--- config.mk ---
export PLATFORM = sky130hd
export DESIGN_NAME = cvr_config_regs
export DESIGN_NICKNAME = d
export VERILOG_FILES = /design/src/logic/cvr_pkg.sv /design/src/logic/cvr_config_regs.sv /design/src/logic/cvr_pattern_gen.sv
export SDC_FILE = /design/constraint.sdc
export NUM_CORES = 1
export LEC_CHECK = 0
export BUFFER_PORTS_ARGS = -buffer_cell sky130_fd_sc_hd__clkbuf_2
export CAP_MARGIN = 15
export CORE_UTILIZATION = 60
export CTS_CLUSTER_SIZE = 25
export DETAILED_ROUTE_END_ITERATION = 6
export GPL_ROUTABILITY_DRIVEN = 0
export PLACE_DENSITY = 0.81
export SETUP_SLACK_MARGIN = 0.5
export SLEW_MARGIN = 10
export SYNTH_ARGS = -nofsm -noshare
export SYNTH_HDL_FRONTEND = slang
export SYNTH_HIERARCHICAL = 1
export SYNTH_SLANG_ARGS = --single-unit
--- constraint.sdc ---
create_clock -name mclk -period 3.7 [get_ports mclk]
set_input_delay 0.37 -clock mclk [delete_from_list [all_inputs] [get_ports mclk]]
set_output_delay 0.37 -clock mclk [all_outputs]
set_load 0.1 [all_outputs]
--- src/logic/cvr_pkg.sv ---
// Package of offsets, field positions and constants for the config bank
`default_nettype none
package cvr_pkg;

    // ========================================================
    // Register offsets
    localparam logic [6:0] CVR_SYNC_REF_OFS = 7'h0e;
    localparam logic [6:0] CVR_AIN_TYPE_OFS = 7'h11;
    localparam logic [6:0] CVR_FUSE_OFS = 7'h13;
    localparam logic [6:0] CVR_PAT_LOW_OFS = 7'h14;
    localparam logic [6:0] CVR_PAT_MID_OFS = 7'h15;
    localparam logic [6:0] CVR_PAT_HIGH_OFS = 7'h16;
    localparam logic [6:0] CVR_FRAME_CLOCK_OFS = 7'h19;

    // ========================================================
    // Reset values and writable-bit masks
    localparam logic [7:0] CVR_REG_RESET = 8'h00;
    localparam logic [7:0] CVR_SYNC_REF_MASK = 8'hef;
    localparam logic [7:0] CVR_AIN_TYPE_MASK = 8'h30;
    localparam logic [7:0] CVR_FUSE_MASK = 8'h01;
    localparam logic [7:0] CVR_FULL_MASK = 8'hff;
    localparam logic [7:0] CVR_FRAME_CLOCK_MASK = 8'h91;

    // ========================================================
    // Field positions
    localparam int CVR_PIN_FUNC_BIT = 7;
    localparam int CVR_SYNC_TRIG_BIT = 6;
    localparam int CVR_SYNC_EN_BIT = 5;
    localparam int CVR_REFERENCE_CONTROL_SOURCE_BIT = 3;
    localparam int CVR_REF_SEL_HI = 2;
    localparam int CVR_REF_SEL_LO = 1;
    localparam int CVR_SE_CLK_BIT = 0;
    localparam int CVR_SE_A_BIT = 5;
    localparam int CVR_SE_B_BIT = 4;
    localparam int CVR_FUSE_LD_BIT = 0;
    localparam int CVR_PAT_B_HI = 7;
    localparam int CVR_PAT_B_LO = 5;
    localparam int CVR_PAT_A_HI = 4;
    localparam int CVR_PAT_A_LO = 2;
    localparam int CVR_PAT_TOP_HI = 1;
    localparam int CVR_FRAME_CLOCK_SOURCE_BIT = 7;
    localparam int CVR_FRAME_CLOCK_HALF_BIT = 4;
    localparam int CVR_FRAME_CLOCK_STR_BIT = 0;
    localparam int CVR_MASK_CLKBUF_BIT = 3;
    localparam int CVR_MASK_REFAMP_BIT = 2;
    localparam int CVR_MASK_BG_BIT = 1;

    // ========================================================
    // Reference choices and pattern modes
    localparam logic [1:0] CVR_REF_INTERNAL = 2'h0;
    localparam logic [1:0] CVR_REF_EXT_BUF = 2'h1;
    localparam logic [1:0] CVR_REF_EXT_DIRECT = 2'h2;
    localparam logic [2:0] CVR_PAT_NORMAL = 3'h0;
    localparam logic [2:0] CVR_PAT_RAMP = 3'h2;
    localparam logic [2:0] CVR_PAT_CONST = 3'h3;

    // ========================================================
    // Serial frame: read flag, 7-bit address, 8-bit data
    localparam int CVR_FRAME_BITS = 16;
    localparam int CVR_ADDR_PHASE_BITS = 8;
    localparam logic [4:0] CVR_CNT_RESET = 5'h00;

    typedef enum logic [1:0] {
        CVR_IDLE = 2'b00,
        CVR_SHIFT = 2'b01,
        CVR_DONE = 2'b11
    } cvr_spi_state_t;

endpackage
`default_nettype wire

--- src/logic/cvr_config_regs.sv ---
// Sync, reference, input type, fuse load, pattern and frame clock registers
// Contract
// - Pin does power-down or sync per bit7
// - Trigger bit rise issues sync when enabled
// - Trigger bit never self-clears
// - Sync enable picks register over pin
// - Reference from pin or register field
// - Reference codes internal, buffered, direct
// - Single-ended clock only with bit3 set
// - Per-channel single-ended analog input bits
// - Fuse load bit loads output mapping
// - Pattern value from two bytes plus two
// - Ramp uses pattern value as step
// - Channel B pattern mode decode
// - Channel A pattern mode, same encoding
// - Patterns at full 18-bit width, live samples MSB aligned
// - Frame clock source converter or downconverter
// - Stretch bit widens frame clock
// - Mask decides blocks in global power-down
`default_nettype none
module cvr_config_regs
    import cvr_pkg::*;
#(
    parameter int NATIVE_W = 14,
    parameter int PAT_W = 18
) (
    input wire logic mclk,
    input wire logic rst,
    input wire logic spi_sclk,
    input wire logic spi_sen_n,
    input wire logic spi_sdi,
    output logic spi_sdo,
    input wire logic sync_powerdown_pin,
    input wire logic reference_buffer_pin,
    input wire logic [7:0] powerdown_mask,
    input wire logic [NATIVE_W-1:0] chan_a_sample,
    input wire logic [NATIVE_W-1:0] chan_b_sample,
    input wire logic sample_valid,
    output logic [PAT_W-1:0] chan_a_data,
    output logic [PAT_W-1:0] chan_b_data,
    output logic data_valid,
    output logic sync_pulse,
    output logic global_powerdown,
    output logic pd_clock_buffer,
    output logic pd_reference_amp,
    output logic pd_bandgap,
    output logic [1:0] reference_select,
    output logic single_ended_clock,
    output logic diff_clock_buffer_pd,
    output logic chan_a_single_ended,
    output logic chan_b_single_ended,
    output logic fuse_mapping_load_pulse,
    output logic frame_clock_source,
    output logic frame_clock_halving,
    output logic frame_clock_stretch
);

    cvr_spi_state_t spi_state_reg;
    logic sclk_reg;
    logic sclk_rise;
    logic sclk_fall;
    logic [4:0] bit_cnt_reg;
    logic [14:0] shift_reg;
    logic [7:0] rd_shift_reg;
    logic sdo_reg;
    logic wr_stb;
    logic [6:0] wr_addr;
    logic [7:0] wr_data;
    logic rd_load;
    logic [6:0] rd_addr;

    logic [7:0] sync_ref_reg;
    logic [7:0] ain_type_reg;
    logic [7:0] fuse_reg;
    logic [7:0] pat_low_reg;
    logic [7:0] pat_mid_reg;
    logic [7:0] pat_high_reg;
    logic [7:0] frame_clock_reg;

    logic pin_reg;
    logic trig_reg;
    logic fuse_prev_reg;
    logic sw_sync;
    logic pin_sync;
    logic pin_func_sync;
    logic sync_en;
    logic [PAT_W-1:0] user_pattern_value;

    // ========================================================
    // Register read decode; reserved and unmapped bits read zero
    function automatic logic [7:0] read_mux(input logic [6:0] addr);
        logic [7:0] val;
        val = 8'h00;
        unique case (addr)
            CVR_SYNC_REF_OFS: val = sync_ref_reg;
            CVR_AIN_TYPE_OFS: val = ain_type_reg;
            CVR_FUSE_OFS: val = fuse_reg;
            CVR_PAT_LOW_OFS: val = pat_low_reg;
            CVR_PAT_MID_OFS: val = pat_mid_reg;
            CVR_PAT_HIGH_OFS: val = pat_high_reg;
            CVR_FRAME_CLOCK_OFS: val = frame_clock_reg;
            default: val = 8'h00;
        endcase
        return val;
    endfunction

    // ========================================================
    // Serial control port
    assign sclk_rise = spi_sclk & ~sclk_reg;
    assign sclk_fall = ~spi_sclk & sclk_reg;
    assign wr_stb = (spi_state_reg == CVR_SHIFT) && sclk_rise &&
        (bit_cnt_reg == 5'(CVR_FRAME_BITS - 1)) && !shift_reg[14];
    assign wr_addr = shift_reg[13:7];
    assign wr_data = {shift_reg[6:0], spi_sdi};
    assign rd_load = (spi_state_reg == CVR_SHIFT) && sclk_rise &&
        (bit_cnt_reg == 5'(CVR_ADDR_PHASE_BITS - 1)) && shift_reg[6];
    assign rd_addr = {shift_reg[5:0], spi_sdi};
    assign spi_sdo = sdo_reg;

    always_ff @(posedge mclk or posedge rst) begin
        if (rst) begin
            sclk_reg <= 1'b0;
        end else begin
            sclk_reg <= spi_sclk;
        end
    end

    always_ff @(posedge mclk or posedge rst) begin
        if (rst) begin
            spi_state_reg <= CVR_IDLE;
            bit_cnt_reg <= CVR_CNT_RESET;
            shift_reg <= '0;
        end else if (spi_sen_n) begin
            // Deselect aborts any partial frame
            spi_state_reg <= CVR_IDLE;
            bit_cnt_reg <= CVR_CNT_RESET;
        end else begin
            unique case (spi_state_reg)
                CVR_IDLE: begin
                    spi_state_reg <= CVR_SHIFT;
                end
                CVR_SHIFT: begin
                    if (sclk_rise) begin
                        shift_reg <= {shift_reg[13:0], spi_sdi};
                        bit_cnt_reg <= bit_cnt_reg + 5'h01;
                        if (bit_cnt_reg == 5'(CVR_FRAME_BITS - 1)) begin
                            spi_state_reg <= CVR_DONE;
                        end
                    end
                end
                CVR_DONE: begin
                    spi_state_reg <= CVR_DONE;
                end
                default: begin
                    spi_state_reg <= CVR_IDLE;
                end
            endcase
        end
    end

    // Read data shifts out on falling edges, MSB first
    always_ff @(posedge mclk or posedge rst) begin
        if (rst) begin
            rd_shift_reg <= 8'h00;
            sdo_reg <= 1'b0;
        end else if (spi_sen_n) begin
            sdo_reg <= 1'b0;
        end else if (rd_load) begin
            rd_shift_reg <= read_mux(rd_addr);
        end else if (sclk_fall && spi_state_reg == CVR_SHIFT &&
            bit_cnt_reg >= 5'(CVR_ADDR_PHASE_BITS)) begin
            sdo_reg <= rd_shift_reg[7];
            rd_shift_reg <= {rd_shift_reg[6:0], 1'b0};
        end
    end

    // ========================================================
    // Register file; reserved bits are never stored
    always_ff @(posedge mclk or posedge rst) begin
        if (rst) begin
            sync_ref_reg <= CVR_REG_RESET;
            ain_type_reg <= CVR_REG_RESET;
            fuse_reg <= CVR_REG_RESET;
            pat_low_reg <= CVR_REG_RESET;
            pat_mid_reg <= CVR_REG_RESET;
            pat_high_reg <= CVR_REG_RESET;
            frame_clock_reg <= CVR_REG_RESET;
        end else if (wr_stb) begin
            unique case (wr_addr)
                CVR_SYNC_REF_OFS: sync_ref_reg <=
                    wr_data & CVR_SYNC_REF_MASK;
                CVR_AIN_TYPE_OFS: ain_type_reg <=
                    wr_data & CVR_AIN_TYPE_MASK;
                CVR_FUSE_OFS: fuse_reg <= wr_data & CVR_FUSE_MASK;
                CVR_PAT_LOW_OFS: pat_low_reg <= wr_data;
                CVR_PAT_MID_OFS: pat_mid_reg <= wr_data;
                CVR_PAT_HIGH_OFS: pat_high_reg <= wr_data;
                CVR_FRAME_CLOCK_OFS: frame_clock_reg <= wr_data & CVR_FRAME_CLOCK_MASK;
                default: begin
                end
            endcase
        end
    end

    // ========================================================
    // Sync and power-down from pin and register
    assign sync_en = sync_ref_reg[CVR_SYNC_EN_BIT];
    assign pin_func_sync = sync_ref_reg[CVR_PIN_FUNC_BIT];
    assign sw_sync = sync_en & sync_ref_reg[CVR_SYNC_TRIG_BIT] &
        ~trig_reg;
    // Register sync replaces the pin as sync source
    assign pin_sync = pin_func_sync & ~sync_en & sync_powerdown_pin &
        ~pin_reg;

    always_ff @(posedge mclk or posedge rst) begin
        if (rst) begin
            pin_reg <= 1'b0;
            trig_reg <= 1'b0;
            sync_pulse <= 1'b0;
        end else begin
            pin_reg <= sync_powerdown_pin;
            trig_reg <= sync_ref_reg[CVR_SYNC_TRIG_BIT];
            sync_pulse <= sw_sync | pin_sync;
        end
    end

    always_ff @(posedge mclk or posedge rst) begin
        if (rst) begin
            global_powerdown <= 1'b0;
            pd_clock_buffer <= 1'b0;
            pd_reference_amp <= 1'b0;
            pd_bandgap <= 1'b0;
        end else begin
            global_powerdown <= ~pin_func_sync & sync_powerdown_pin;
            pd_clock_buffer <= ~pin_func_sync & sync_powerdown_pin &
                ~powerdown_mask[CVR_MASK_CLKBUF_BIT];
            pd_reference_amp <= ~pin_func_sync & sync_powerdown_pin &
                ~powerdown_mask[CVR_MASK_REFAMP_BIT];
            pd_bandgap <= ~pin_func_sync & sync_powerdown_pin &
                powerdown_mask[CVR_MASK_BG_BIT];
        end
    end

    // ========================================================
    // Reference and clock input choice
    always_ff @(posedge mclk or posedge rst) begin
        if (rst) begin
            reference_select <= CVR_REF_INTERNAL;
        end else if (sync_ref_reg[CVR_REFERENCE_CONTROL_SOURCE_BIT]) begin
            reference_select <=
                sync_ref_reg[CVR_REF_SEL_HI:CVR_REF_SEL_LO];
        end else begin
            // Pin high means external reference through the buffer
            reference_select <= reference_buffer_pin ?
                CVR_REF_EXT_BUF : CVR_REF_INTERNAL;
        end
    end

    assign single_ended_clock = sync_ref_reg[CVR_REFERENCE_CONTROL_SOURCE_BIT] &
        sync_ref_reg[CVR_SE_CLK_BIT];
    assign diff_clock_buffer_pd = single_ended_clock;
    assign chan_a_single_ended = ain_type_reg[CVR_SE_A_BIT];
    assign chan_b_single_ended = ain_type_reg[CVR_SE_B_BIT];
    assign frame_clock_source = frame_clock_reg[CVR_FRAME_CLOCK_SOURCE_BIT];
    assign frame_clock_halving = frame_clock_reg[CVR_FRAME_CLOCK_HALF_BIT];
    assign frame_clock_stretch = frame_clock_reg[CVR_FRAME_CLOCK_STR_BIT];

    // ========================================================
    // Fuse mapping load strobe on each rise of the bit
    always_ff @(posedge mclk or posedge rst) begin
        if (rst) begin
            fuse_prev_reg <= 1'b0;
            fuse_mapping_load_pulse <= 1'b0;
        end else begin
            fuse_prev_reg <= fuse_reg[CVR_FUSE_LD_BIT];
            fuse_mapping_load_pulse <= fuse_reg[CVR_FUSE_LD_BIT] &
                ~fuse_prev_reg;
        end
    end

    // ========================================================
    // Test pattern generators
    assign user_pattern_value = {pat_high_reg[CVR_PAT_TOP_HI:0],
        pat_mid_reg, pat_low_reg};

    cvr_pattern_gen #(
        .NATIVE_W(NATIVE_W),
        .PAT_W(PAT_W)
    ) u_pat_a (
        .mclk(mclk),
        .rst(rst),
        .mode(pat_high_reg[CVR_PAT_A_HI:CVR_PAT_A_LO]),
        .pattern(user_pattern_value),
        .sample(chan_a_sample),
        .sample_valid(sample_valid),
        .out_data(chan_a_data),
        .out_valid(data_valid)
    );

    cvr_pattern_gen #(
        .NATIVE_W(NATIVE_W),
        .PAT_W(PAT_W)
    ) u_pat_b (
        .mclk(mclk),
        .rst(rst),
        .mode(pat_high_reg[CVR_PAT_B_HI:CVR_PAT_B_LO]),
        .pattern(user_pattern_value),
        .sample(chan_b_sample),
        .sample_valid(sample_valid),
        .out_data(chan_b_data),
        .out_valid()
    );
endmodule
`default_nettype wire

--- src/logic/cvr_pattern_gen.sv ---
// Per-channel test-pattern insertion ahead of the output bit mapper
`default_nettype none
module cvr_pattern_gen
    import cvr_pkg::*;
#(
    parameter int NATIVE_W = 14,
    parameter int PAT_W = 18
) (
    input wire logic mclk,
    input wire logic rst,
    input wire logic [2:0] mode,
    input wire logic [PAT_W-1:0] pattern,
    input wire logic [NATIVE_W-1:0] sample,
    input wire logic sample_valid,
    output logic [PAT_W-1:0] out_data,
    output logic out_valid
);

    logic [PAT_W-1:0] ramp_reg;
    logic [PAT_W-1:0] ramp_next;

    // ========================================================
    // Ramp accumulator
    assign ramp_next = ramp_reg + pattern;

    always_ff @(posedge mclk or posedge rst) begin
        if (rst) begin
            ramp_reg <= '0;
        end else if (mode != CVR_PAT_RAMP) begin
            ramp_reg <= '0;
        end else if (sample_valid) begin
            ramp_reg <= ramp_next;
        end
    end

    // ========================================================
    // Output select, MSB-aligned native samples
    always_ff @(posedge mclk or posedge rst) begin
        if (rst) begin
            out_data <= '0;
            out_valid <= 1'b0;
        end else begin
            out_valid <= sample_valid;
            if (sample_valid) begin
                unique case (mode)
                    CVR_PAT_RAMP: out_data <= ramp_reg;
                    CVR_PAT_CONST: out_data <= pattern;
                    // Unused codes fall back to live data
                    default: out_data <= {sample,
                        {(PAT_W-NATIVE_W){1'b0}}};
                endcase
            end
        end
    end
endmodule
`default_nettype wire

== Word-level counts from Yosys, hierarchy flattened ==
Cells that the tools add are included.
Widths: inputs -> output; s select.
Cells by class
  reduce and logical (&&, ||, !) cells: 27
  add/sub/neg operators: 3
  eq/ne operators: 27
  order comparisons: 1
  mux-type cells: 21
  bitwise gates (word level): 24
Operator list (count)
  $eq 7x5->1 const B: 12
  $mux 18: 4
  $pmux 18 s2: 2
  $pmux 8 s7: 1
  $add 18x18->18: 2
  $reduce_and 2->1: 11
  $mux 8: 2
  $mux 5: 3
  $eq 7x4->1 const B: 2
  $and 1x1->1: 13
  $eq 3x2->1 const B: 4
  $reduce_bool 2->1: 6
  $not 1->1: 10
  $ne 3x2->1 const B: 3
  $mux 2: 4
  $logic_and 1x1->1: 7
  $pmux 2 s3: 1
  $add 5x1->5 const B: 1
  $eq 5x3->1 const B: 1
  $eq 5x4->1 const B: 1
  $ge 5x4->1 const B: 1
  $mux 1: 4
  $ne 3x3->1 const B: 1
  $reduce_and 3->1: 1
  6 further kinds: 6
Word-level totals
  register bits after elaboration: 153
  logic and storage cells: 131
  input port bits: 44
  output and inout bits: 53

== Logic depth before layout (Yosys ltp) ==
Gate-level depths: netlist (run 1).
  depth in word-level cells: 7
  mapped depth: 10
  depth with buffers taken out: 10

== By module ==
The synthesis (run 1) kept the hierarchy.
By module, submodules not included
  cvr_config_regs: sequential area each 2001.9 um^2, times used 1, area an instance 3684.8 um^2, cells an instance 292
  cvr_pattern_gen (u_pat_b): sequential area each 925.9 um^2, times used 1, area an instance 2725.1 um^2, cells an instance 302
  cvr_pattern_gen (u_pat_a): sequential area each 925.9 um^2, times used 1, area an instance 2577.5 um^2, cells an instance 280

== Worst setup path before layout (run 1) ==
OpenSTA, ideal clock, no wires.
  kind: flip-flop to flip-flop
  start point: register pat_low_reg[0]
  end point: register u_pat_a.ramp_reg[14]
  arrival time: 2.281 ns
  path buffers: 0
  library setup time: 0.069 ns
  required time: 3.631 ns
  cell stages (with the launch flop): 11
  path slack: 1.350 ns
  clock period less this slack: 2.350 ns
  cell sequence: dfrtp_1 > ha_1 > inv_1 > fa_1 > inv_1 > a21o_1 > a221o_1 > a41oi_2 > o21ai_1 > or4_1 > nand3_1
Between the ends
  cells in the longest elaborated chain, start to end: 3
Ends and longest elaborated chain
  start: declaration: line cvr_config_regs.sv:75  | logic [7:0] pat_low_reg;
  start signal: assignment: line cvr_config_regs.sv:195  | CVR_PAT_LOW_OFS: pat_low_reg <= wr_data;
  $add 18x18->18: line cvr_pattern_gen.sv:24  | assign ramp_next = ramp_reg + pattern;
  $mux 18: line cvr_pattern_gen.sv:31  | end else if (sample_valid) begin
  $mux 18: line cvr_pattern_gen.sv:29  | end else if (mode != CVR_PAT_RAMP) begin
  end signal: assignment: line cvr_pattern_gen.sv:32  | ramp_reg <= ramp_next;
  end: declaration: line cvr_pattern_gen.sv:19  | logic [PAT_W-1:0] ramp_reg;
Every way passes these cells. The select of a mux whose other input is x is not followed.
A chain may end at the register's enable or synchronous reset.

== Worst setup path in the final report (run 1) ==
  start point: register pat_low_reg[0]
  end point: register u_pat_b.ramp_reg[12]
Between the ends
  cells in the longest elaborated chain, start to end: 3
Ends and longest elaborated chain (line)
  $add 18x18->18: cvr_pattern_gen.sv:24
  $mux 18: cvr_pattern_gen.sv:31
  $mux 18: cvr_pattern_gen.sv:29
  end signal: assignment: cvr_pattern_gen.sv:32
  end: declaration: cvr_pattern_gen.sv:19
Every way passes these cells. The select of a mux whose other input is x is not followed.

==> qor.yml, run 1 <==
r2r_setup_slack_ns: 1.01
startpoint_type: "register"
core_sq_um: 14500
vias: 7141
grt_pass1_vias: 6799
root_buffer: "clkbuf_16"
syn_avg_cell_area_sq_um: 10.3
fin_crit_ns: 2.69
run_status: "complete, no violations"
drv_cap: 0
gr-usage-all-layers: 0.283
antenna_found_initial: 0
grt_max_degree: 51
dieArea_sq_um: 15400
crit_buf_inv: 1
final.fill_count: 1121
cts_resized: 0
grt_pass1_wl_um: 35000
critical_path.slowest_cell: "dfrtp_1"
dp_hpwl_um: 14500
wire_per_inst_um: 18.4
cts_buffers: 17
met1_usage: 0.390
rsz0062_at_grt: "false"
p_leak_uw: 0.00471
cts_hold_buf: 0
cts_sinks: 153
wirelength_um: 21000
post-place-ws_ns: 1.07
reg2reg_from: "pat_low_reg[0]"
num_rows: 44
grt_use_met3: 0.0491
regArea_sq_um: 3830
slew_headroom: 0.390
multi_input_area_sq_um: 4820
ctsHtreeMaxLevel: 4
hold_violations: 0
setup_viol: 0
clk_pin_slew_worst_paths_ns: 0.07
post-route-util: 0.693
port_buffers: 91
end_kind: "register"
ant_nets: 0
path_class: "reg2reg"
worstPathRequired_ns: 4.01
drive_above_1_share: 0.258
syn2layout_area_growth_pct: 12.4
clk_latency_ns: 0.43
drc: 0
vias_per_cell: 6.25
ys_warn_count: 6
synth.net_count: 955
r2r_end: "u_pat_b/ramp_reg[12]"
clock_path_buffers: 2
start_util: 0.617
synth_cells: 873
rr_worst_depth: 9
ir_drop_mv: 0.334
finalCritPeriodShare: 0.726
synth_area_sq_um: 8960
fin_setup_tns_ns: 0
fin_worst_skew_ns: 0.00760
use_met2: 0.451
power.density_nw_per_um2: 408
worst_slack_ns: 1.01
drtIter0Drc: 702
drv_slew: 0
tightest_slew_ns: 0.911
busiest_layer: "met2"
path_delay_family: "compound AO/OA/AOI/OAI gates"
diodes: 0
crit_path_max_fanout: 6
post-cts-setup-buffers: 0
final_nets: 1028
min-delay-path-class: "in2async"
crit_path_cell_trace: "ha_1, inv_1, fa_1, nand2b_1, a211oi_1, o2111ai_1, a31oi_1, mux2i_1, nand3_1"
gr-total-overflow: 0
cts_tree: "yes"
firstDrtPassIters: 6
ioPinCount: 97
critPathArrivalTime_ns: 2.99
dieWidth_um: 124
fp.dieH_um: 124
max_stage_delay_ns: 0.50
fmax_mhz: 372
metal layers:
metal | part of all wire | vias up | routed length, um
met3 | 0.056 | 39 | 1180
met2 | 0.47 | 282 | 9890
met1 | 0.45 | 3479 | 9460
li1 | - | 3341 | -
met4 | 0.022 | 0 | 470
met5 | 0 | - | 0
layout make-up:
cell class                 instances  area share
clock buffer                      19      0.0440
clock inverter                    13      0.0108
inverter                          25     0.00944
multi-input combinational        646       0.479
sequential                       153       0.380
tap                              184      0.0228
timing repair buffer             103      0.0541
worst max path at each step:
stage,startpoint,end,slack [ns],cells after the start
2_1_floorplan,rst,ain_type_reg[4],1.28,1
3_3_place_gp,pat_low_reg[0],u_pat_a/ramp_reg[14],1.10,10
3_5_place_dp,pat_low_reg[0],u_pat_a/ramp_reg[14],1.07,10
4_1_cts,pat_low_reg[0],u_pat_b/ramp_reg[12],1.04,9
5_1_grt,pat_low_reg[0],u_pat_b/ramp_reg[12],0.80,9
6_report,pat_low_reg[0],u_pat_b/ramp_reg[12],1.01,9
metrics by stage:
stage | instances | hold slack [ns] | total power [uW] | instance area [sq um]
floorplan | 873 | 0.375 | 2360 | 8960
global placement | 1111 | 0.393 | 2490 | 9520
detailed placement | 1111 | 0.396 | 2500 | 9520
CTS | 1143 | 0.0327 | 4130 | 10100
global route | 1143 | 0.0572 | 4250 | 10100
finish | 1143 | 0.0343 | 4110 | 10100
layout by cell type (no fill, tap or decap), drive strengths merged, types with 4 or more instances in the layout:
cell type	count
o21ai	54
nand3b	6
a21oi	33
clkinv	5
nand2	75
a22oi	4
o2bb2ai	6
nor2b	10
mux2i	59
o211ai	4
clkbuf	109
nor2	58
o21a	10
xor2	7
buf	13
ha	36
a211oi	8
nor4b	5
mux2	82
nand4	8
nand3	34
and2	4
a31oi	8
nor3	14
nand4b	4
xnor2	10
or4b	4
or2	4
nand2b	10
or3	9
dfrtp	153
inv	30
and3	4
a22o	5
a21o	19
nor4	4
power by group:
part           switching [uW]  internal (uW)
clock network             735            892
registers                 151           1750
logic                     417            162
worst register-to-register path: stages (launching register included):
cell	delay, ns
dfrtp_1	0.50
ha_1	0.26
inv_1	0.08
fa_1	0.47
nand2b_1	0.20
a211oi_1	0.30
o2111ai_1	0.22
a31oi_1	0.24
mux2i_1	0.22
nand3_1	0.08
Note: power is estimated with default switching activity, not from simulation.
==> run 2, diff against run 1 <==
--- a/config.mk
+++ b/config.mk
@@ -5,6 +5,7 @@
 export SDC_FILE = /design/constraint.sdc
 export NUM_CORES = 1
 export LEC_CHECK = 0
+export ABC_AREA = 1
 export BUFFER_PORTS_ARGS = -buffer_cell sky130_fd_sc_hd__clkbuf_2
 export CAP_MARGIN = 15
 export CORE_UTILIZATION = 60
==> constraint.sdc (replaced) <==
create_clock -name mclk -period 2.6 [get_ports mclk]
set_input_delay 0.26 -clock mclk [delete_from_list [all_inputs] [get_ports mclk]]
set_output_delay 0.26 -clock mclk [all_outputs]
set_load 0.1 [all_outputs]
==> run 2 against run 1 <==
  * Register-to-register slack lost 0.39 ns
  * Utilization grew 0.87 points
  * Sequential power grew 36%
  * Largest power group unchanged
  * Highest routed layer unchanged
  * Largest cell class unchanged
  * Critical endpoint is now u_pat_a/ramp_reg[17]
  * Clock-buffer cell count grew 1
  * Via count grew 15%
==> qor.yml, run 2 <==
run_status: "complete, no violations"
fmax_mhz: 507  # +36%
cts_tree: "yes"
core_sq_um: 14500  # -0.38%
ctsHtreeMaxLevel: 4  # unchanged
final_cell_mix: "nand2_1, dfrtp_1, o21ai_0, inv_1, clkbuf_2"
fin_crit_ns: 1.97  # -0.712 ns
min-delay-path-class: "in2async"
drc: 0  # unchanged
finalCritPeriodShare: 0.759  # +0.0331
p_leak_uw: 0.00512  # +8.8%
antenna_found_initial: 0  # unchanged
setup_viol: 0  # unchanged
slew_headroom: 0.552  # +0.161
root_buffer: "clkbuf_16"
cts_sinks: 153  # unchanged
dp_hpwl_um: 16400  # +13%
fin_worst_skew_ns: 0.00842  # +0.000816 ns
startpoint_type: "register"
path_class: "reg2reg"
power.density_nw_per_um2: 564  # +38%
synth.net_count: 1213  # +27%
gr-usage-all-layers: 0.327  # +0.0448
wirelength_um: 23600  # +12%
wire_per_inst_um: 16.5  # -10%
tightest_slew_ns: 0.672  # -0.239 ns
fp.dieH_um: 124  # -0.55%
drtIter0Drc: 769  # +9.5%
ioPinCount: 97  # unchanged
syn_avg_cell_area_sq_um: 7.84  # -24%
cts_buffers: 17  # unchanged
ant_nets: 0  # unchanged
synth_cells: 1131  # +30%
gr-total-overflow: 0  # unchanged
clock_path_buffers: 2  # unchanged
clk_latency_ns: 0.43  # about the same
firstDrtPassIters: 7  # +1
vias_per_cell: 5.76  # -7.7%
dieArea_sq_um: 15300  # -1.1%
fin_setup_tns_ns: 0  # unchanged
grt_pass1_vias: 7782  # +14%
grt_pass1_wl_um: 37800  # +8.1%
drv_cap: 0  # unchanged
final_nets: 1315  # +28%
worst_hold_slack_ns: 0.00286  # -0.0314 ns
final_common_cell: "nand2_1"
worstPathRequired_ns: 2.92  # -1.09 ns
vias: 8237  # +15%
ys_warn_count: 6  # unchanged
ir_drop_mv: 0.564  # +69%
rsz0062_at_grt: "false"
critPathArrivalTime_ns: 2.29  # -0.70 ns
end_kind: "register"
diodes: 0  # unchanged
num_rows: 44  # unchanged
synth_area_sq_um: 8860  # -1.1%
port_buffers: 91  # unchanged
dieWidth_um: 124  # -0.55%
syn2layout_area_growth_pct: 14.7
start_util: 0.612  # -0.00457
crit_path_max_fanout: 6  # unchanged
clk_pin_slew_worst_paths_ns: 0.06  # about the same
drv_slew: 0  # unchanged
power_uw: 5730  # +40%
grt_max_degree: 81  # +59%
hold_violations: 0  # unchanged
drive_above_1_share: 0.178  # -0.0800
==> run 2: cell type report <==
cell class / count / area [sq um]
fill: 1131 / 4320
timing repair buffer: 112 / 648
multi-input combinational: 844 / 4500
clock buffer: 20 / 467
sequential: 153 / 3830
inverter: 105 / 403
tap: 184 / 230
clock inverter: 11 / 86.3
==> run 2: path summary, 6_finish.rpt <==
kind	from	endpoint	slack, ns	depth (start not counted)
min	rst	frame_clock_reg[0]	0.003	3
max reg2reg	pat_mid_reg[0]	u_pat_a/ramp_reg[17]	0.63	9
max	pat_mid_reg[0]	u_pat_a/ramp_reg[17]	0.63	9
min in group mclk	powerdown_mask[1]	pd_bandgap	0.01	3
min reg2reg	fuse_reg[0]	fuse_prev_reg	0.40	0
max in group asynchronous	rst	u_pat_a/out_data[0]	2.21	3
==> run 2: power by group <==
group          internal, uW  total (uW)  switching, uW
logic                   165         824            659
clock network          1300        2330           1020
registers              2490        2580           91.5
==> run 2: timing repair <==
item	4_1_cts	5_1_grt
hold buffers	4	0
endpoints found under the hold margin	4	0
pin swaps	0	3
resized for setup	4	9
buffers inserted	0	5
endpoints found under the setup margin	33	48
cloned	0	0
==> run 2: routing by layer <==
| metal | up-vias | wire [um] | GRT usage |
|---|---|---|---|
| met5 | - | 0 | 0 |
| met4 | 0 | 866 | 0.154 |
| met3 | 56 | 1690 | 0.0590 |
| met2 | 387 | 10900 | 0.533 |
| met1 | 3827 | 10100 | 0.423 |
| li1 | 3967 | - | - |
==> run 2: worst max-delay path, cell delays in order (launching register included) <==
cell,delay [ns]
dfrtp_1,0.64
ha_1,0.38
nand2_2,0.13
inv_1,0.07
a21oi_2,0.17
nand3_2,0.13
nand2_1,0.10
nand3_1,0.08
nand3_1,0.10
nand2_1,0.05
==> run 2: stage by stage <==
step                std cells  worst slack (ns)  utilization  instance area [sq um]
floorplan                1131             0.769            -                   8870
global placement         1389             0.482        0.654                   9460
detailed placement       1389             0.426        0.654                   9460
CTS                      1424             0.502        0.696                  10100
global route             1429             0.478        0.702                  10200
finish                   1429             0.627        0.702                  10200
